## src/verilog/ctl_field_consts.svh

```systemverilog
// Purpose: Constants for the link control field codec
// Assumes: Bit n of the field is vector index n-1
// Notes: Leftmost written bit is most significant
`ifndef CTL_FIELD_CONSTS_SVH
`define CTL_FIELD_CONSTS_SVH
`define LOW2_INFO_BIT 1'h0
`define LOW2_SUPV 2'h1
`define LOW2_UNNUM 2'h3
`define PF_POS 8
`define UNNUM_PF_POS 4
`define SEQ_MAX 7'h7f
`define ID_MIN 8'h01
`define DIA_PATTERN 6'h2b
`define DREADY_PATTERN 6'h11
`define DBUSY_PATTERN 6'h15
`define TEST_RSP_PATTERN 8'hf3
`define TOPO_PATTERN 8'h83
`define VREJ_LOW 8'hc3
`define VREJ_GAP 1'h0
`define PREC_URGENT 2'h0
`define PREC_PRIORITY 2'h1
`define PREC_ROUTINE 2'h2
`define PREC_RESERVED 2'h3
`endif

```

## src/verilog/ctl_field_pkg.sv

```systemverilog
// Purpose: Types for the link control field codec
// Assumes: Nothing beyond the constants header
// Notes: Unit class codes are one-hot
package ctl_field_pkg;
  typedef enum logic [6:0] {
    CLS_INFO = 7'h01,
    CLS_SUPV = 7'h02,
    CLS_UNNUM = 7'h04,
    CLS_DIA = 7'h08,
    CLS_DSUPV = 7'h10,
    CLS_TOPO = 7'h20,
    CLS_VREJ = 7'h40
  } unit_class_t;

  typedef struct packed {
    unit_class_t cls;
    logic [5:0] code;
    logic poll_final;
    logic [6:0] send_seq;
    logic [6:0] recv_seq;
    logic [7:0] ident;
    logic [1:0] prec;
    logic is_resp;
    logic [2:0] ver_c;
    logic [2:0] ver_p;
  } ctl_fields_t;
endpackage

```

## src/verilog/ctl_field_decoder.sv

```systemverilog
// Purpose: Classify a received control field into separate fields
// Assumes: Field arrives whole, bit 1 at index 0
// Notes: One-cycle registered output per valid input
`timescale 1ns/1ps
`include "ctl_field_consts.svh"
module ctl_field_decoder
(
  input wire logic core_clk_i,
  input wire logic reset_i,
  input wire logic in_valid_i,
  input wire logic [15:0] in_field_i,
  output logic out_valid_o,
  output ctl_field_pkg::ctl_fields_t out_fields_o,
  output logic out_error_o
);
  wire logic [15:0] f = in_field_i;
  wire logic is_info = f[0] == `LOW2_INFO_BIT;
  wire logic is_supv = f[1:0] == `LOW2_SUPV;
  wire logic is_dsupv = f[5:4] == 2'h1 && f[1:0] == `LOW2_SUPV;
  wire logic is_dia = f[5:0] == `DIA_PATTERN;
  wire logic is_topo = f[7:0] == `TOPO_PATTERN;
  wire logic is_vrej = f[7:0] == `VREJ_LOW && f[15] == `VREJ_GAP && f[11] == `VREJ_GAP;
  wire logic is_unnum = f[1:0] == `LOW2_UNNUM && !is_dia && !is_topo && !is_vrej;
  wire logic supv_rsvd_bad = f[7:4] != 4'h0;
  wire logic dsupv_known = f[5:0] == `DREADY_PATTERN || f[5:0] == `DBUSY_PATTERN;
  wire logic prec_bad = f[7:6] == `PREC_RESERVED;
  wire logic dsupv_cmd = f[15:8] == 8'h00;
  wire logic id_bad = f[15:8] < `ID_MIN;
  wire logic nxt_error =
    is_dia ? (prec_bad || id_bad) :
    is_dsupv ? (!dsupv_known || prec_bad) :
    is_supv ? supv_rsvd_bad :
    !(is_info || is_unnum || is_topo || is_vrej); // RQ24
  ctl_field_pkg::ctl_fields_t nxt_fields;
  ctl_field_pkg::ctl_fields_t fields_ff;
  logic valid_ff;
  logic error_ff;

  always_comb
  begin
    nxt_fields = '0;
    nxt_fields.cls = ctl_field_pkg::CLS_UNNUM;
    if (is_info)
    begin
      nxt_fields.cls = ctl_field_pkg::CLS_INFO; // RQ3
      nxt_fields.send_seq = f[7:1]; // RQ4
      nxt_fields.recv_seq = f[15:9]; // RQ5
      nxt_fields.poll_final = f[`PF_POS]; // RQ9
    end
    else if (is_dia)
    begin
      nxt_fields.cls = ctl_field_pkg::CLS_DIA; // RQ12
      nxt_fields.ident = f[15:8]; // RQ21
      nxt_fields.prec = f[7:6]; // RQ10
    end
    else if (is_dsupv)
    begin
      nxt_fields.cls = ctl_field_pkg::CLS_DSUPV; // RQ23
      nxt_fields.code = f[5:0]; // RQ13
      nxt_fields.ident = f[15:8]; // RQ14
      nxt_fields.prec = f[7:6];
      nxt_fields.is_resp = !dsupv_cmd; // RQ20
    end
    else if (is_supv)
    begin
      nxt_fields.cls = ctl_field_pkg::CLS_SUPV; // RQ6
      nxt_fields.code = {4'h0, f[3:2]};
      nxt_fields.recv_seq = f[15:9];
      nxt_fields.poll_final = f[`PF_POS];
    end
    else if (is_topo)
    begin
      nxt_fields.cls = ctl_field_pkg::CLS_TOPO; // RQ17
      nxt_fields.ident = f[15:8];
    end
    else if (is_vrej)
    begin
      nxt_fields.cls = ctl_field_pkg::CLS_VREJ;
      nxt_fields.ver_c = f[14:12]; // RQ18
      nxt_fields.ver_p = f[10:8]; // RQ19
    end
    else
    begin
      nxt_fields.code = {f[7:5], f[3:2], 1'h0}; // RQ8
      nxt_fields.poll_final = f[`UNNUM_PF_POS];
    end
  end

  always_ff @(posedge core_clk_i)
  begin
    if (reset_i)
    begin
      valid_ff <= 1'h0;
      error_ff <= 1'h0;
      fields_ff <= '0;
    end
    else
    begin
      valid_ff <= in_valid_i; // RQ25
      error_ff <= in_valid_i && nxt_error;
      fields_ff <= in_valid_i ? nxt_fields : fields_ff;
    end
  end

  assign out_valid_o = valid_ff;
  assign out_error_o = error_ff;
  assign out_fields_o = fields_ff;
endmodule

```

## src/verilog/ctl_field_codec.sv

```systemverilog
// Purpose: Build and classify data link control fields
// Assumes: Fields are handled whole; serialising is elsewhere
// Notes: Bit n of a field is index n-1
// How it works
// (RQ1) Leftmost written bit is most significant
// (RQ2) Bit one goes first on the line
// (RQ3) Info unit: bit1 zero, seq, poll, seq
// (RQ4) Send sequence starts at bit two
// (RQ5) Receive sequence starts at bit ten
// (RQ6) Supervisory: 01, code, reserved, poll, seq
// (RQ7) Supervisory reserved bits sent as zero
// (RQ8) Unnumbered: 11, poll bit five, modifiers
// (RQ9) Poll or final set means one
// (RQ10) Precedence: urgent0 priority1 routine2 reserved3
// (RQ11) Test response pattern 11110011
// (RQ12) Decoupled info: id, precedence, 101011
// (RQ13) Decoupled command: zero id, ready/busy pattern
// (RQ14) Decoupled response copies acknowledged id, precedence
// (RQ15) Response goes only to the originator
// (RQ16) Busy station sends the busy form
// (RQ17) Topology update: 10000011 plus identifier
// (RQ18) Reject carries the unprocessable received version
// (RQ19) Reject carries the preferred version
// (RQ20) Decoupled command id bits all zero
// (RQ21) Identification numbers lie in 1..255
// (RQ22) Sequence numbers lie in 0..127
// (RQ23) Decoupled units carry no poll bit
// (RQ24) Undefined or reserved-dirty field flags error
// (RQ25) Decoded fields valid one cycle each
`timescale 1ns/1ps
`include "ctl_field_consts.svh"
module ctl_field_codec
(
  input wire logic core_clk_i,
  input wire logic reset_i,
  input wire logic enc_valid_i,
  input wire ctl_field_pkg::ctl_fields_t enc_fields_i,
  input wire logic [7:0] enc_dest_i,
  input wire logic station_busy_i,
  output logic enc_valid_o,
  output logic [15:0] enc_field_o,
  output logic enc_wide_o,
  output logic [7:0] enc_dest_o,
  output logic enc_error_o,
  input wire logic dec_valid_i,
  input wire logic [15:0] dec_field_i,
  output logic dec_valid_o,
  output ctl_field_pkg::ctl_fields_t dec_fields_o,
  output logic dec_error_o
);
  wire ctl_field_pkg::ctl_fields_t e = enc_fields_i;
  wire logic [15:0] info_word = {e.recv_seq, e.poll_final, e.send_seq, `LOW2_INFO_BIT}; // RQ3
  wire logic [15:0] supv_word = {e.recv_seq, e.poll_final, 4'h0, e.code[1:0], `LOW2_SUPV}; // RQ7
  wire logic [15:0] unnum_word = {8'h00, e.code[5:3], e.poll_final, e.code[2:1], `LOW2_UNNUM}; // RQ8
  wire logic [15:0] dia_word = {e.ident, e.prec, `DIA_PATTERN}; // RQ12
  wire logic [5:0] dsupv_pat = station_busy_i ? `DBUSY_PATTERN : `DREADY_PATTERN; // RQ16
  wire logic [7:0] dsupv_id = e.is_resp ? e.ident : 8'h00; // RQ20
  wire logic [15:0] dsupv_word = {dsupv_id, e.prec, dsupv_pat}; // RQ14
  wire logic [15:0] topo_word = {e.ident, `TOPO_PATTERN}; // RQ17
  wire logic [15:0] vrej_word = {`VREJ_GAP, e.ver_c, `VREJ_GAP, e.ver_p, `VREJ_LOW}; // RQ18
  wire logic prec_bad = e.prec == `PREC_RESERVED; // RQ10
  wire logic id_bad = e.ident < `ID_MIN; // RQ21
  wire logic seq_bad = e.send_seq > `SEQ_MAX || e.recv_seq > `SEQ_MAX; // RQ22
  logic [15:0] nxt_field;
  logic nxt_wide;
  logic nxt_err;
  logic [15:0] field_ff;
  logic wide_ff;
  logic valid_ff;
  logic err_ff;
  logic [7:0] dest_ff;

  always_comb
  begin
    nxt_field = 16'h0000;
    nxt_wide = 1'h1;
    nxt_err = 1'h0;
    unique case (e.cls)
      ctl_field_pkg::CLS_INFO:
      begin
        nxt_field = info_word;
        nxt_err = seq_bad;
      end
      ctl_field_pkg::CLS_SUPV:
      begin
        nxt_field = supv_word; // RQ6
        nxt_err = seq_bad;
      end
      ctl_field_pkg::CLS_UNNUM:
      begin
        nxt_field = unnum_word; // RQ11
        nxt_wide = 1'h0;
      end
      ctl_field_pkg::CLS_DIA:
      begin
        nxt_field = dia_word; // RQ23
        nxt_err = prec_bad || id_bad;
      end
      ctl_field_pkg::CLS_DSUPV:
      begin
        nxt_field = dsupv_word; // RQ13
        nxt_err = prec_bad || (e.is_resp && id_bad);
      end
      ctl_field_pkg::CLS_TOPO:
        nxt_field = topo_word;
      ctl_field_pkg::CLS_VREJ:
        nxt_field = vrej_word; // RQ19
      default:
        nxt_err = 1'h1;
    endcase
  end

  always_ff @(posedge core_clk_i)
  begin
    if (reset_i)
    begin
      valid_ff <= 1'h0;
      err_ff <= 1'h0;
      field_ff <= 16'h0000;
      wide_ff <= 1'h0;
      dest_ff <= 8'h00;
    end
    else
    begin
      valid_ff <= enc_valid_i;
      err_ff <= enc_valid_i && nxt_err;
      if (enc_valid_i)
      begin
        field_ff <= nxt_field; // RQ1
        wide_ff <= nxt_wide;
        dest_ff <= enc_dest_i; // RQ15
      end
    end
  end

  assign enc_valid_o = valid_ff;
  assign enc_error_o = err_ff;
  assign enc_field_o = field_ff; // RQ2
  assign enc_wide_o = wide_ff;
  assign enc_dest_o = dest_ff;

  ctl_field_decoder u_dec
  (
    .core_clk_i(core_clk_i),
    .reset_i(reset_i),
    .in_valid_i(dec_valid_i),
    .in_field_i(dec_field_i),
    .out_valid_o(dec_valid_o),
    .out_fields_o(dec_fields_o),
    .out_error_o(dec_error_o)
  );
endmodule

```

## config.mk

```make
export PLATFORM = sky130hd
export DESIGN_NAME = ctl_field_codec
export DESIGN_NICKNAME = d
export VERILOG_FILES = /design/src/verilog/ctl_field_pkg.sv /design/src/verilog/ctl_field_decoder.sv /design/src/verilog/ctl_field_codec.sv
export VERILOG_INCLUDE_DIRS = /design/src /design/src/verilog
export SDC_FILE = /design/constraint.sdc
export NUM_CORES = 1
export LEC_CHECK = 0
export BUFFER_PORTS_ARGS = -buffer_cell sky130_fd_sc_hd__buf_4
export CORE_AREA = 2 2 86 88
export CTS_CLUSTER_DIAMETER = 100
export DETAILED_ROUTE_END_ITERATION = 16
export DIE_AREA = 0 0 88 90
export PLACE_DENSITY = 0.73
export SETUP_SLACK_MARGIN = 0.1
export SLEW_MARGIN = 10
export SYNTH_ARGS = -nofsm -noshare
export SYNTH_HDL_FRONTEND = slang
export SYNTH_HIERARCHICAL = 1
export SYNTH_SLANG_ARGS = --single-unit
```

## constraint.sdc

```tcl
create_clock -name core_clk_i -period 4 [get_ports core_clk_i]
set_input_delay 0.6 -clock core_clk_i [delete_from_list [all_inputs] [get_ports core_clk_i]]
set_output_delay 0.6 -clock core_clk_i [all_outputs]
set_load 0.01 [all_outputs]
```

Word level (Yosys, flattened, before mapping)
Index checks and enable logic that the tools add are counted.
- flip-flop bits (word level): 74
- input port bits: 74
- logic and storage cells: 105
- order comparisons: 4
- equality and inequality tests: 17
- muxes and demuxes: 36
- bitwise logic cells: 3
- reductions and logical operators: 28
- operator list (kind ; number):
    $pmux 16 s7 ; 1
    $mux 7 ; 13
    $mux 8 ; 4
    $mux 6 ; 5
    $mux 17 ; 1
    $eq 8x8->1 const B ; 2
    $lt 8x1->1 const B ; 2
    $gt 7x7->1 const B ; 2
    $mux 14 ; 1
    $mux 13 ; 1
    $eq 6x5->1 const B ; 2
    $mux 10 ; 1
    $logic_and 1x1->1 ; 9
    $logic_or 1x1->1 ; 9
    $logic_not 8->1 ; 1
    $eq 7x1->1 const B ; 1
    $eq 7x2->1 const B ; 1
    $eq 7x3->1 const B ; 1
    $eq 7x4->1 const B ; 1
    $eq 7x5->1 const B ; 1
    $eq 7x6->1 const B ; 1
    $eq 7x7->1 const B ; 1
    $eq 2x2->1 const B ; 3
    $eq 6x6->1 const B ; 1
    other kinds (9) ; 23

Longest topological paths before layout
Gate-level depths: netlist of run 1.
- depth in word-level cells: 13
- gate-level depth with buffers: 8

Hierarchy
Netlist of run 1, hierarchy kept.
- modules (own cells, without submodules) (module ; times used ; cells each ; area an instance (µm²)):
    ctl_field_decoder ; 1 ; 174 ; 1786.7
    ctl_field_codec ; 1 ; 144 ; 1311.3

Least setup slack after synthesis of run 1
Ideal clock, no wire load.
- path kind: input-to-reg
- start point: in enc_fields_i[42] in the netlist's numbering
- end point: reg field_ff[6], in the netlist enc_field_o[6]
- arrival time: 1.907 ns
- data required time: 3.867 ns
- setup slack: 1.961 ns
- stages on the path: 8
- cell sequence: buf_2 -> nor3_2 -> and4b_1 -> buf_2 -> nor3b_1 -> a21o_1 -> buf_6 -> a22oi_2
- cells in the longest elaborated chain, start to end: 2
- RTL lines (what ; RTL line ; text):
    start: declaration ; ctl_field_codec.sv:37 ; input wire ctl_field_pkg::ctl_fields_t enc_fields_i,
    $eq 7x7->1 (tied with other cells) ; ctl_field_codec.sv:78 ; unique case (e.cls)
    $pmux 16 s7 * ; ctl_field_codec.sv:78 ;
    end signal: assignment ; ctl_field_codec.sv:129 ; field_ff <= nxt_field;
    end: declaration ; ctl_field_codec.sv:67 ; logic [15:0] field_ff;
Every way passes the cells marked *; elsewhere a longest branch is shown, timed or not.
A chain may end at the register's enable or synchronous reset.

Worst setup path after layout of run 1
- start point: in enc_fields_i[40] in the netlist's numbering
- end point: reg field_ff[4], in the netlist enc_field_o[4]
The elaborated chain is that of the path after synthesis.

==> key figures, run 1 <==
Run status
  • Status: complete, no violations

Drt
  • WL/cell: 15.3 um
  • Final ANT Viol Nets: 0
  • Via count: 3071
  • Number of DRC markers in iteration 0: 172
  • Detailed Route WL: 8640 um
  • Drt pass-1 iters: 4
  • Residual DRC: 0
  • Vias/cell: 5.45

Cells and area
  • Final Non-Filler Cells: 563
  • Fillers: 604
  • Ratio of cells with drive above 1 in the final layout: 38.8%
  • Synthesis-to-finish area growth: 42.9%
  • Net count, final: 533
  • Post-Layout Inst Area: 0.00443 mm^2
  • Antenna diodes: 0

Synth
  • Post-synth top cells: 74 x dfxtp_1, 35 x nor2_1, 30 x nand2_1
  • Syn_area_per_cell: 9.74 um^2
  • Syn Inst Count: 318
  • Top cells by area, synth: dfxtp_1 48%, a22o_1 6.5%, nor2_1 4.2%, nand2_1 3.6%, mux2i_1 3.2%
  • Library cells used by synthesis: 60
  • Post-synth EDFFs: 0
  • Syn_nets: 392
  • Mapped Area: 0.00310 mm^2
  • Share of the synthesized area in the top cell type: 47.8%
  • Ys flop type: dfxtp_1
  • Synth Warn #: 6
  • Ys async rst share: 0%
  • Seq/Total Area, Yosys: 47.8%
  • Area leader, netlist: dfxtp_1
  • Post-synthesis register bit count: 74
  • Top-count cell post-synth: dfxtp_1

Place
  • Cell total after placement: 547
  • DP Area: 0.00423 mm^2
  • I/O Buffers: 147
  • Placer's final routability congestion estimate: 0.869
  • Dpl hpwl: 6470 um

Clock network
  • Post-CTS Setup Bufs: 0
  • Clock sinks: 74
  • Root Driver: clkbuf_8
  • H-tree depth: 3
  • CTS tree: done
  • Worst skew pair latency: 0.34 ns
  • Maximum clock path buffer count: 2
  • CTS resizes: 0
  • Clk slew on worst S/H paths: 0.08 ns
  • Hold buffers post-CTS: 0
  • Total CTS buffers: 9

Worst setup path
  • CP Cell Sequence: buf_4 > or4_4 > nor3_4 > nor3b_1 > a21o_1 > o21ai_0
  • Worst path max stage delay: 0.58 ns
  • Reg2reg setup slack: 3.24 ns
  • Worst Path Max Fanout: 15
  • CP max-delay cell: or4_4
  • Arrival @ worst endpoint: 2.29 ns
  • Worst r2r src: u_dec/out_fields_o[6]
  • Critical Path Start Type: primary input
  • Number of buffers and inverters on the critical path: 1
  • CP Class: primary input to register
  • FF-to-FF path depth: 3
  • CP Capture Type: register
  • Reg-to-reg endpoint: u_dec/out_fields_o[6]
  • CP delay by family, top: simple AND/OR/NAND/NOR gates
  • Req. time, crit path: 4.26 ns

STA
  • Max transition margin: 24.3%
  • Setup violations, final: 0
  • Setup TNS: 0 ns
  • RSZ-0062 raised after global routing: false
  • Least-Margin Pin Slew: 1.13 ns
  • Final worst-path cycle share: 50.6%
  • Clock Skews: 0 ns
  • Max Clock Freq: 495 MHz
  • Final hold violations: 0
  • Crit path time final: 2.02 ns
  • Final Slew Violations: 0

Floorplan
  • CORE AREA: 0.00702 mm^2
  • Die width: 88 um
  • I/O Pins: 148
  • Die Y: 90 um
  • Die ar.: 0.00792 mm^2
  • Site Rows: 31
  • Initial core utilization: 44.1%

GRT
  • Antenna violations before repair: 0
  • Vias in the first global route: 2899
  • GRT Total Usage: 22.1%
  • Wire length of the first global-routing pass: 13900 um
  • Grt ovf: 0
  • Pin count of the biggest net entering global routing: 33

Job
  • Max-Cap Viols: 0

Worst hold path
  • Hold Startpoint: enc_field_o[14]
  • Hold Crit Depth: 2
  • Min-Delay Endpoint: enc_field_o[14]
  • Worst Hold Class: register to register

Power and ir drop
  • LEAKAGE: 1.98 nW
  • Pwr Density: 348 mW/mm^2
  • Maximum VDD drop: 0.000164 V
-- flip-flops by register name, indices dropped and copies added (netlist names) --
signal,cells
enc_error_o,1
u_dec/out_error_o,1
enc_dest_o,8
enc_wide_o,1
enc_field_o,16
u_dec/out_valid_o,1
enc_valid_o,1
u_dec/out_fields_o,45
-- worst min-delay path: cells and delay by family, from the launching register on --
| family | cells | cell delay, ns |
|---|---|---|
| flip-flops | 1 | 0.32 |
| AND/OR/NAND/NOR | 1 | 0.05 |
| AO/OA/AOI/OAI | 1 | 0.05 |
-- worst max path at each step --
stage	start	endpoint	slack (ns)	cells after the start
after floorplan	enc_fields_i[42]	enc_field_o[6]	1.96	8
after global placement	enc_fields_i[44]	enc_field_o[2]	1.70	6
after detailed placement	enc_fields_i[40]	enc_field_o[4]	1.63	6
after CTS	enc_fields_i[40]	enc_field_o[4]	1.98	6
after global routing	enc_fields_i[44]	enc_field_o[2]	1.82	6
final	enc_fields_i[40]	enc_field_o[4]	1.98	6
-- layout by cell type (no fill, tap or decap), types with 2 or more instances in the layout --
cell and count:
and3_1 2, o21ai_0 12, nor2b_1 3, nand4b_1 2, clkbuf_8 9, a221oi_1 3
a211oi_1 3, a32o_1 2, nand2_1 30, inv_1 4, clkinvlp_4 3, a22oi_1 12
a21oi_4 2, nand3_1 7, o2bb2ai_1 2, a21o_1 3, a222oi_1 7, nor3_1 2
mux2i_1 10, o21ai_1 5, nor2_1 35, o21ai_2 4, and2_1 2, a2bb2oi_1 2
nor3_4 2, dfxtp_1 74, a21oi_1 11, nand2b_1 2, buf_4 147, a22o_1 23
nor4_1 6, and4b_1 2
-- routing by layer --
| layer | routed length (um) | vias to the layer above | track usage (%) |
|---|---|---|---|
| li1 | - | 1483 | - |
| met1 | 3460 | 1426 | 27.2 |
| met2 | 4220 | 142 | 35.4 |
| met3 | 748 | 20 | 5.69 |
| met4 | 213 | 0 | 10.9 |
| met5 | 0 | - | 0 |
-- cells by family after synthesis --
logic type / after synthesis / synth area share (%)
AND/OR/NAND/NOR: 110 / 19.4
AO/OA/AOI/OAI: 100 / 25.2
flip-flops: 74 / 47.8
buffers and inverters: 21 / 3.43
multiplexers: 11 / 3.59
XOR/XNOR: 2 / 0.566
-- cell type report --
class	count	area (um^2)	area share (%)
well taps	99	124	2.80
multi-input cells	223	1510	34.1
inverters	4	15.0	0.339
repair buffers	147	1100	24.9
clock buffers	10	128	2.88
clock inverters	6	66.3	1.50
flip-flops and latches	74	1480	33.5
-- per-stage QoR --
step	total power, mW	setup WS (ns)	utilization, %	hold slack [ns]
floorplan	0.867	1.96	-	0.474
global placement	0.980	1.70	60.3	0.436
detailed placement	0.982	1.63	60.3	0.446
CTS	1.55	1.98	63.1	0.457
global route	1.60	1.82	63.1	0.478
finish	1.54	1.98	63.1	0.454
-- report_power, final --
part,switching (mW),internal (mW),total (mW)
clock,0.285,0.289,0.574
sequential,0.00995,0.756,0.766
combinational,0.0991,0.101,0.200
total,0.394,1.15,1.54
Power figures use the tool's default switching activity.
==> run 2: changes to the inputs <==
--- a/config.mk
+++ b/config.mk
@@ -6,12 +6,13 @@
 export SDC_FILE = /design/constraint.sdc
 export NUM_CORES = 1
 export LEC_CHECK = 0
+export ABC_AREA = 1
 export BUFFER_PORTS_ARGS = -buffer_cell sky130_fd_sc_hd__buf_4
-export CORE_AREA = 2 2 86 88
+export CORE_AREA = 2 2 94 96
 export CTS_CLUSTER_DIAMETER = 100
 export DETAILED_ROUTE_END_ITERATION = 16
-export DIE_AREA = 0 0 88 90
-export PLACE_DENSITY = 0.73
+export DIE_AREA = 0 0 96 98
+export PLACE_DENSITY = 0.72
 export SETUP_SLACK_MARGIN = 0.1
 export SLEW_MARGIN = 10
 export SYNTH_ARGS = -nofsm -noshare
==> constraint.sdc (replaced) <==
create_clock -name core_clk_i -period 1.71 [get_ports core_clk_i]
set_input_delay 0.2565 -clock core_clk_i [delete_from_list [all_inputs] [get_ports core_clk_i]]
set_output_delay 0.2565 -clock core_clk_i [all_outputs]
set_load 0.01 [all_outputs]
==> run 2 against run 1 <==
  * Non-clock buffer count grew 4
  * First-iteration DRC count shrank 6.4%
  * Area after synthesis grew 17%
  * Critical path type unchanged
==> key figures, run 2 <==
Cells and area
  • Most frequent cells in the layout: 169 x nand2_1, 151 x buf_4, 74 x dfxtp_1, 62 x nor2_1
  • Antenna diodes: 0 (unchanged)
  • Net count, final: 760 (+43%)
  • Commonest non-fill, non-tap cell in the layout: nand2_1
  • Ratio of cells with drive above 1 in the final layout: 29.2% (-9.6 points)
  • Largest register FFs: 45 (unchanged)
  • Synthesis-to-finish area growth: 37.5%
  • Final core occ: 58.7% (-4.4 points)

Run status
  • Status: complete, no violations

Power and ir drop
  • Maximum VDD drop: 0.000467 V (+190%)
  • Total power: 3.58 mW (+130%)
  • LEAKAGE: 2.35 nW (+19%)
  • Pwr Density: 721 mW/mm^2 (+110%)

Drt
  • Detailed Route WL: 10600 um (+23%)
  • Vias/cell: 4.92 (-9.8%)
  • Final ANT Viol Nets: 0 (unchanged)
  • Number of DRC markers in iteration 0: 161 (-6.4%)
  • Drt pass-1 iters: 4 (unchanged)
  • Residual DRC: 0 (unchanged)
  • WL/cell: 13.3 um (-14%)
  • Via count: 3931 (+28%)

Synth
  • Mapped Area: 0.00362 mm^2 (+17%)
  • Post-synthesis register bit count: 74 (unchanged)
  • Share of the synthesized area in the top cell type: 41.0% (-6.9 points)
  • Syn_nets: 619 (+58%)
  • Top cells by area, synth: dfxtp_1 41%, nand2_1 18%, a21oi_1 7.1%, nand3_1 7.1%, nor2_1 6.4%
  • Syn_area_per_cell: 6.63 um^2 (-32%)
  • Area leader, netlist: dfxtp_1
  • Largest family of logic cells by synthesized area: simple AND/OR/NAND/NOR gates
  • Synth Area in Adders: 0% (unchanged)
  • Syn Inst Count: 545 (+71%)
  • XOR/XNOR Fraction of Synth Area: 0% (-0.57 points)
  • Ys flop type: dfxtp_1
  • Top-count cell post-synth: nand2_1
  • Compound-cell area share of the yosys netlist: 14.3% (-11 points)
  • Synth Warn #: 6 (unchanged)
  • Post-synth EDFFs: 0 (unchanged)
  • Post-synth top cells: 169 x nand2_1, 74 x dfxtp_1, 62 x nor2_1
  • Library cells used by synthesis: 30 (-50%)
  • Ys async rst share: 0% (unchanged)
  • Post-synthesis mux area share: 0% (-3.6 points)
  • Seq/Total Area, Yosys: 41.0% (-6.9 points)
  • Synth Area in Simple Gates: 37.3% (+18 points)

STA
  • Max Clock Freq: 839 MHz
  • Max transition margin: 51.3% (+27 points)
  • Least-Margin Pin Slew: 0.729 ns (-0.405 ns)
  • Hold_ws: 0.141 ns (-0.313 ns)
  • Final hold violations: 0 (unchanged)
  • Final Slew Violations: 0 (unchanged)
  • Final worst-path cycle share: 69.7%
  • RSZ-0062 raised after global routing: false
  • Setup violations, final: 0 (unchanged)
  • Crit path time final: 1.19 ns
  • Setup TNS: 0 ns (unchanged)
  • Clock Skews: 0 ns (unchanged)

Worst setup path
  • CP Capture Type: register
  • Reg-to-reg endpoint: u_dec/out_fields_o[31]
  • Worst Path Max Fanout: 27 (+12)
  • Worst r2r src: u_dec/out_fields_o[31]
  • Critical Path Start Type: primary input
  • CP Class: primary input to register
  • Arrival @ worst endpoint: 1.46 ns (-0.83 ns)
  • Req. time, crit path: 1.98 ns (-2.28 ns)
  • FF-to-FF path depth: 4 (+1)
  • Reg2reg setup slack: 1.01 ns (-2.23 ns)

Worst hold path
  • Hold Crit Depth: 3 (+1)
  • Worst Hold Class: primary input to register
  • Min-Delay Endpoint: enc_dest_o[3]
  • Hold Startpoint: enc_dest_i[3]

Floorplan
  • Die Y: 98 um (+8.9%)
  • Die ar.: 0.00941 mm^2 (+19%)
  • CORE AREA: 0.00847 mm^2 (+21%)
  • Initial core utilization: 42.7% (-1.4 points)
  • Site Rows: 34 (+9.7%)
  • Die width: 96 um (+9.1%)
  • I/O Pins: 148 (unchanged)

Clock network
  • Root Driver: clkbuf_8
  • Maximum clock path buffer count: 2 (unchanged)
  • Clock sinks: 74 (unchanged)
  • Clk slew on worst S/H paths: 0.08 ns (about the same)
  • Hold buffers post-CTS: 0 (unchanged)
  • Post-CTS Setup Bufs: 0 (unchanged)
  • Worst skew pair latency: 0.32 ns (-0.02 ns)
  • H-tree depth: 3 (unchanged)
  • Total CTS buffers: 9 (unchanged)
  • CTS tree: done
  • CTS resizes: 0 (unchanged)

Place
  • I/O Buffers: 147 (unchanged)
  • Placer's final routability congestion estimate: 0.925 (+6.4%)
  • Dpl hpwl: 8240 um (+27%)

GRT
  • GRT Total Usage: 22.6% (+0.52 points)
  • Vias in the first global route: 3673 (+27%)
  • Grt ovf: 0 (unchanged)
  • Antenna violations before repair: 0 (unchanged)
  • Wire length of the first global-routing pass: 17100 um (+23%)
  • Pin count of the biggest net entering global routing: 29 (-12%)

Job
  • Max-Cap Viols: 0 (unchanged)
run 2: cell count changes after synthesis, sizes merged, moves of 13 or more:
| cell | change |
|---|---|
| nor2 | +35 |
| nand3 | +45 |
| a22oi | -13 |
| nand2 | +147 |
| inv | +42 |
| a22o | -23 |
| a21oi | +45 |
run 2: cell families (layout without fill, tap and decap cells):
kind of cell    Yosys count  after routing
flops                    74             74
buf+inv                  67            213
simple gates            311            311
compound gates           93             93
run 2: critical path: stages:
cell     delay [ns]
buf_4          0.12
inv_2          0.07
nand2_2        0.09
nor2_8         0.29
nand2_2        0.17
inv_1          0.14
nand2_1        0.06
nand3_1        0.06
nand2_1        0.06
a21oi_1        0.13
run 2: routing by layer:
| layer | GRT usage (%) | up-vias | share of wire (%) |
|---|---|---|---|
| met1 | 29.3 | 1784 | 44 |
| li1 | - | 2030 | - |
| met4 | 6.26 | 0 | 0.94 |
| met5 | 0 | - | 0 |
| met3 | 4.40 | 8 | 5.9 |
| met2 | 37.9 | 109 | 49 |
run 2: worst max path at each step:
stage                                start         endpoint  cells past startpoint
after detailed placement  enc_fields_i[43]   enc_field_o[4]                     10
after global placement    enc_fields_i[39]      enc_error_o                      9
final                     enc_fields_i[43]   enc_field_o[4]                     10
after floorplan           enc_fields_i[41]   enc_field_o[7]                     10
after global routing      enc_fields_i[39]  enc_field_o[14]                     10
after CTS                 enc_fields_i[43]   enc_field_o[4]                     10
run 2: final cells by class:
cell class                 count  area, um^2
timing repair buffer         151        1130
fill                         851        3490
tap                          108         135
sequential                    74        1480
multi-input combinational    404        1870
clock inverter                 5        38.8
inverter                      46         173
clock buffer                  11         141
run 2: where the power goes:
group | internal, mW | total (mW) | switching [mW]
Clock | 0.575 | 1.23 | 0.652
Combinational | 0.246 | 0.553 | 0.306
Sequential | 1.78 | 1.80 | 0.0268
run 2: through the flow:
step,instance area [um^2],instances,worst slack (ns)
6_report,4970,799,0.519
5_1_grt,4970,799,0.370
4_1_cts,4970,799,0.542
3_5_place_dp,4790,783,0.194
3_3_place_gp,4790,783,0.244
2_1_floorplan,3620,545,0.532
==> run 3: changes to the inputs <==
--- a/config.mk
+++ b/config.mk
@@ -6,13 +6,13 @@
 export SDC_FILE = /design/constraint.sdc
 export NUM_CORES = 1
 export LEC_CHECK = 0
-export ABC_AREA = 1
+export ABC_AREA = 0
 export BUFFER_PORTS_ARGS = -buffer_cell sky130_fd_sc_hd__buf_4
-export CORE_AREA = 2 2 94 96
+export CORE_AREA = 2 2 86 88
 export CTS_CLUSTER_DIAMETER = 100
 export DETAILED_ROUTE_END_ITERATION = 16
-export DIE_AREA = 0 0 96 98
-export PLACE_DENSITY = 0.72
+export DIE_AREA = 0 0 88 90
+export PLACE_DENSITY = 0.73
 export SETUP_SLACK_MARGIN = 0.1
 export SLEW_MARGIN = 10
 export SYNTH_ARGS = -nofsm -noshare
==> constraint.sdc (replaced) <==
create_clock -name core_clk_i -period 1.2 [get_ports core_clk_i]
set_input_delay 0.18 -clock core_clk_i [delete_from_list [all_inputs] [get_ports core_clk_i]]
set_output_delay 0.18 -clock core_clk_i [all_outputs]
set_load 0.01 [all_outputs]
==> run 3 against run 2 <==
  * The flow now finishes with violations (setup timing)
  * Flip-flop and latch count is the same
  * Core utilization rose by 12 points
  * Hold slack lost 0.085 ns
  * Critical path depth shrank 4
  * Non-clock buffer count is 52 higher
  * Clock power grew 58%
  * Register-to-register slack got worse by 0.55 ns
  * Via count fell by 16%
  * Highest routed layer unchanged
  * Combinational power rose by 48%
==> key figures, run 3 (synthesized netlist as in run 1, its figures left out) <==
Cells and area
  • Final Non-Filler Cells: 620 (-22%)
  • Net count, final: 590 (-22%)
  • Most frequent cells in the layout: 199 x buf_4, 74 x dfxtp_1, 35 x nor2_1, 30 x nand2_1, 23 x a22o_1
  • Largest register FFs: 45 (unchanged)
  • Ratio of cells with drive above 1 in the final layout: 47.2% (+18 points)
  • Synthesis-to-finish area growth: 60.6%
  • Commonest non-fill, non-tap cell in the layout: buf_4
  • Antenna diodes: 0 (unchanged)

GRT
  • Wire length of the first global-routing pass: 15100 um (-12%)
  • Pin count of the biggest net entering global routing: 29 (unchanged)
  • GRT Total Usage: 23.8% (+1.1 points)
  • Antenna violations before repair: 0 (unchanged)
  • Vias in the first global route: 3172 (-14%)
  • Grt ovf: 0 (unchanged)

Floorplan
  • Die ar.: 0.00792 mm^2 (-16%)
  • CORE AREA: 0.00702 mm^2 (-17%)
  • Die width: 88 um (-8.3%)
  • Site Rows: 31 (-8.8%)
  • I/O Pins: 148 (unchanged)
  • Die Y: 90 um (-8.2%)
  • Initial core utilization: 44.1% (+1.4 points)

STA
  • Final Slew Violations: 0 (unchanged)
  • Max Clock Freq: 790 MHz
  • Setup violations, final: 17 (+17)
  • Final WS setup: -0.0664 ns (-0.585 ns)
  • Clock Skews: 0 ns (unchanged)
  • Final worst-path cycle share: 106%
  • RSZ-0062 raised after global routing: true
  • Crit path time final: 1.27 ns
  • Final hold violations: 0 (unchanged)
  • Least-Margin Pin Slew: 0.387 ns (-0.342 ns)
  • Max transition margin: 74.0% (+23 points)

Worst setup path
  • Arrival @ worst endpoint: 1.53 ns (+0.07 ns)
  • CP Capture Type: register
  • FF-to-FF path depth: 3 (-1)
  • Worst Path Max Fanout: 8 (-70%)
  • Critical Path Start Type: primary input
  • CP Class: primary input to register
  • CP Cell Sequence: buf_6 > or4_4 > nor3_4 > nor3b_4 > a21o_4 > a22oi_2
  • Req. time, crit path: 1.46 ns (-0.52 ns)
  • Worst path max stage delay: 0.59 ns (+0.30 ns)
  • CP max-delay cell: or4_4

Worst hold path
  • Hold Crit Depth: 2 (-1)
  • Worst Hold Class: primary input to register

Clock network
  • Root Driver: clkbuf_8
  • CTS tree: done
  • H-tree depth: 3 (unchanged)
  • Total CTS buffers: 9 (unchanged)
  • Clk slew on worst S/H paths: 0.08 ns (about the same)
  • Worst skew pair latency: 0.34 ns (+0.02 ns)
  • Clock sinks: 74 (unchanged)
  • Hold buffers post-CTS: 0 (unchanged)
  • Maximum clock path buffer count: 2 (unchanged)

Drt
  • Residual DRC: 0 (unchanged)
  • Final ANT Viol Nets: 0 (unchanged)
  • Via count: 3289 (-16%)
  • Vias/cell: 5.30 (+7.8%)
  • Wl on met1: 3730 um (-20%)
  • Met2 WL: 4800 um (-7.6%)
  • Number of DRC markers in iteration 0: 148 (-8.1%)
  • Metal3 WL: 746 um (+18%)
  • Detailed Route WL: 9460 um (-11%)
  • Top layer used by detailed routing: met4
  • WL/cell: 15.3 um (+15%)
  • Drt pass-1 iters: 4 (unchanged)

Power and ir drop
  • Maximum VDD drop: 0.000473 V (+1.4%)
  • LEAKAGE: 2.30 nW (-1.9%)
  • Pwr Density: 1070 mW/mm^2 (+48%)

Run status
  • Status: complete, but fails checks
  • Failing checks: setup timing

Job
  • Max-Cap Viols: 0 (unchanged)

Place
  • I/O Buffers: 147 (unchanged)
  • Dpl hpwl: 7300 um (-11%)
  • Setup slack at placement: -0.593 ns (-0.787 ns)
  • Placer's final routability congestion estimate: 0.965 (+4.3%)
  • Cell total after placement: 600 (-23%)
-- run 3: cell types whose count changed in the layout (fill, tap and decap cells not counted), sizes merged, moves of 23 or more --
cell	change
nand2	-147
buf	+52
a21oi	-45
nand3	-45
inv	-42
nor2	-35
a22o	+23
-- run 3: critical path: cells and delay by family --
family | cells | cell delay (ns)
AOI/OAI and AO/OA | 2 | 0.39
buffers and inverters | 1 | 0.09
and+or+nand+nor | 3 | 0.87
-- run 3: layer usage --
metal / up-vias / track usage [%]
li1: 1598 / -
met1: 1524 / 28.9
met2: 150 / 40.7
met3: 17 / 4.96
met4: 0 / 8.59
met5: - / 0
-- run 3: metrics by stage --
stage / hold slack, ns / util (%) / cell area, um^2 / power (mW) / setup TNS (ns)
2_1_floorplan: 0.277 / - / 3130 / 2.90 / -4.35
3_3_place_gp: 0.408 / 66.7 / 4690 / 3.39 / -10.74
3_5_place_dp: 0.418 / 66.7 / 4690 / 3.41 / -11.80
4_1_cts: 0.0523 / 70.6 / 4960 / 5.35 / -0.470
5_1_grt: 0.0513 / 70.9 / 4980 / 5.53 / -1.44
6_report: 0.0563 / 70.9 / 4980 / 5.31 / -0.565
-- run 3: what timing repair did --
item                                    in CTS  in global routing
gates resized for setup                     15                  2
endpoints found under the setup margin      17                 25
cloned                                       1                  0
pin swaps                                   10                  6
buffers inserted                             2                  1
-- run 3: cell type report --
class / count / area [um^2]
tap: 99 / 124
multi-input combinational: 224 / 1600
clock inverter: 6 / 65.1
sequential: 74 / 1480
timing repair buffer: 203 / 1560
fill: 562 / 2040
clock buffer: 10 / 138
inverter: 4 / 15.0
-- run 3: worst paths after layout --
check                   startpoint               endpoint  slack [ns]
max               enc_fields_i[38]         enc_field_o[6]       -0.07
min                        reset_i          enc_dest_o[0]        0.06
max reg2reg  u_dec/out_fields_o[6]  u_dec/out_fields_o[6]        0.46
min reg2reg         enc_field_o[4]         enc_field_o[4]        0.45
-- run 3: report_power, final --
part	total [mW]	internal (mW)	switching, mW
Clock	1.94	1.02	0.920
Sequential	2.55	2.52	0.0329
Combinational	0.817	0.444	0.373
Total	5.31	3.98	1.33
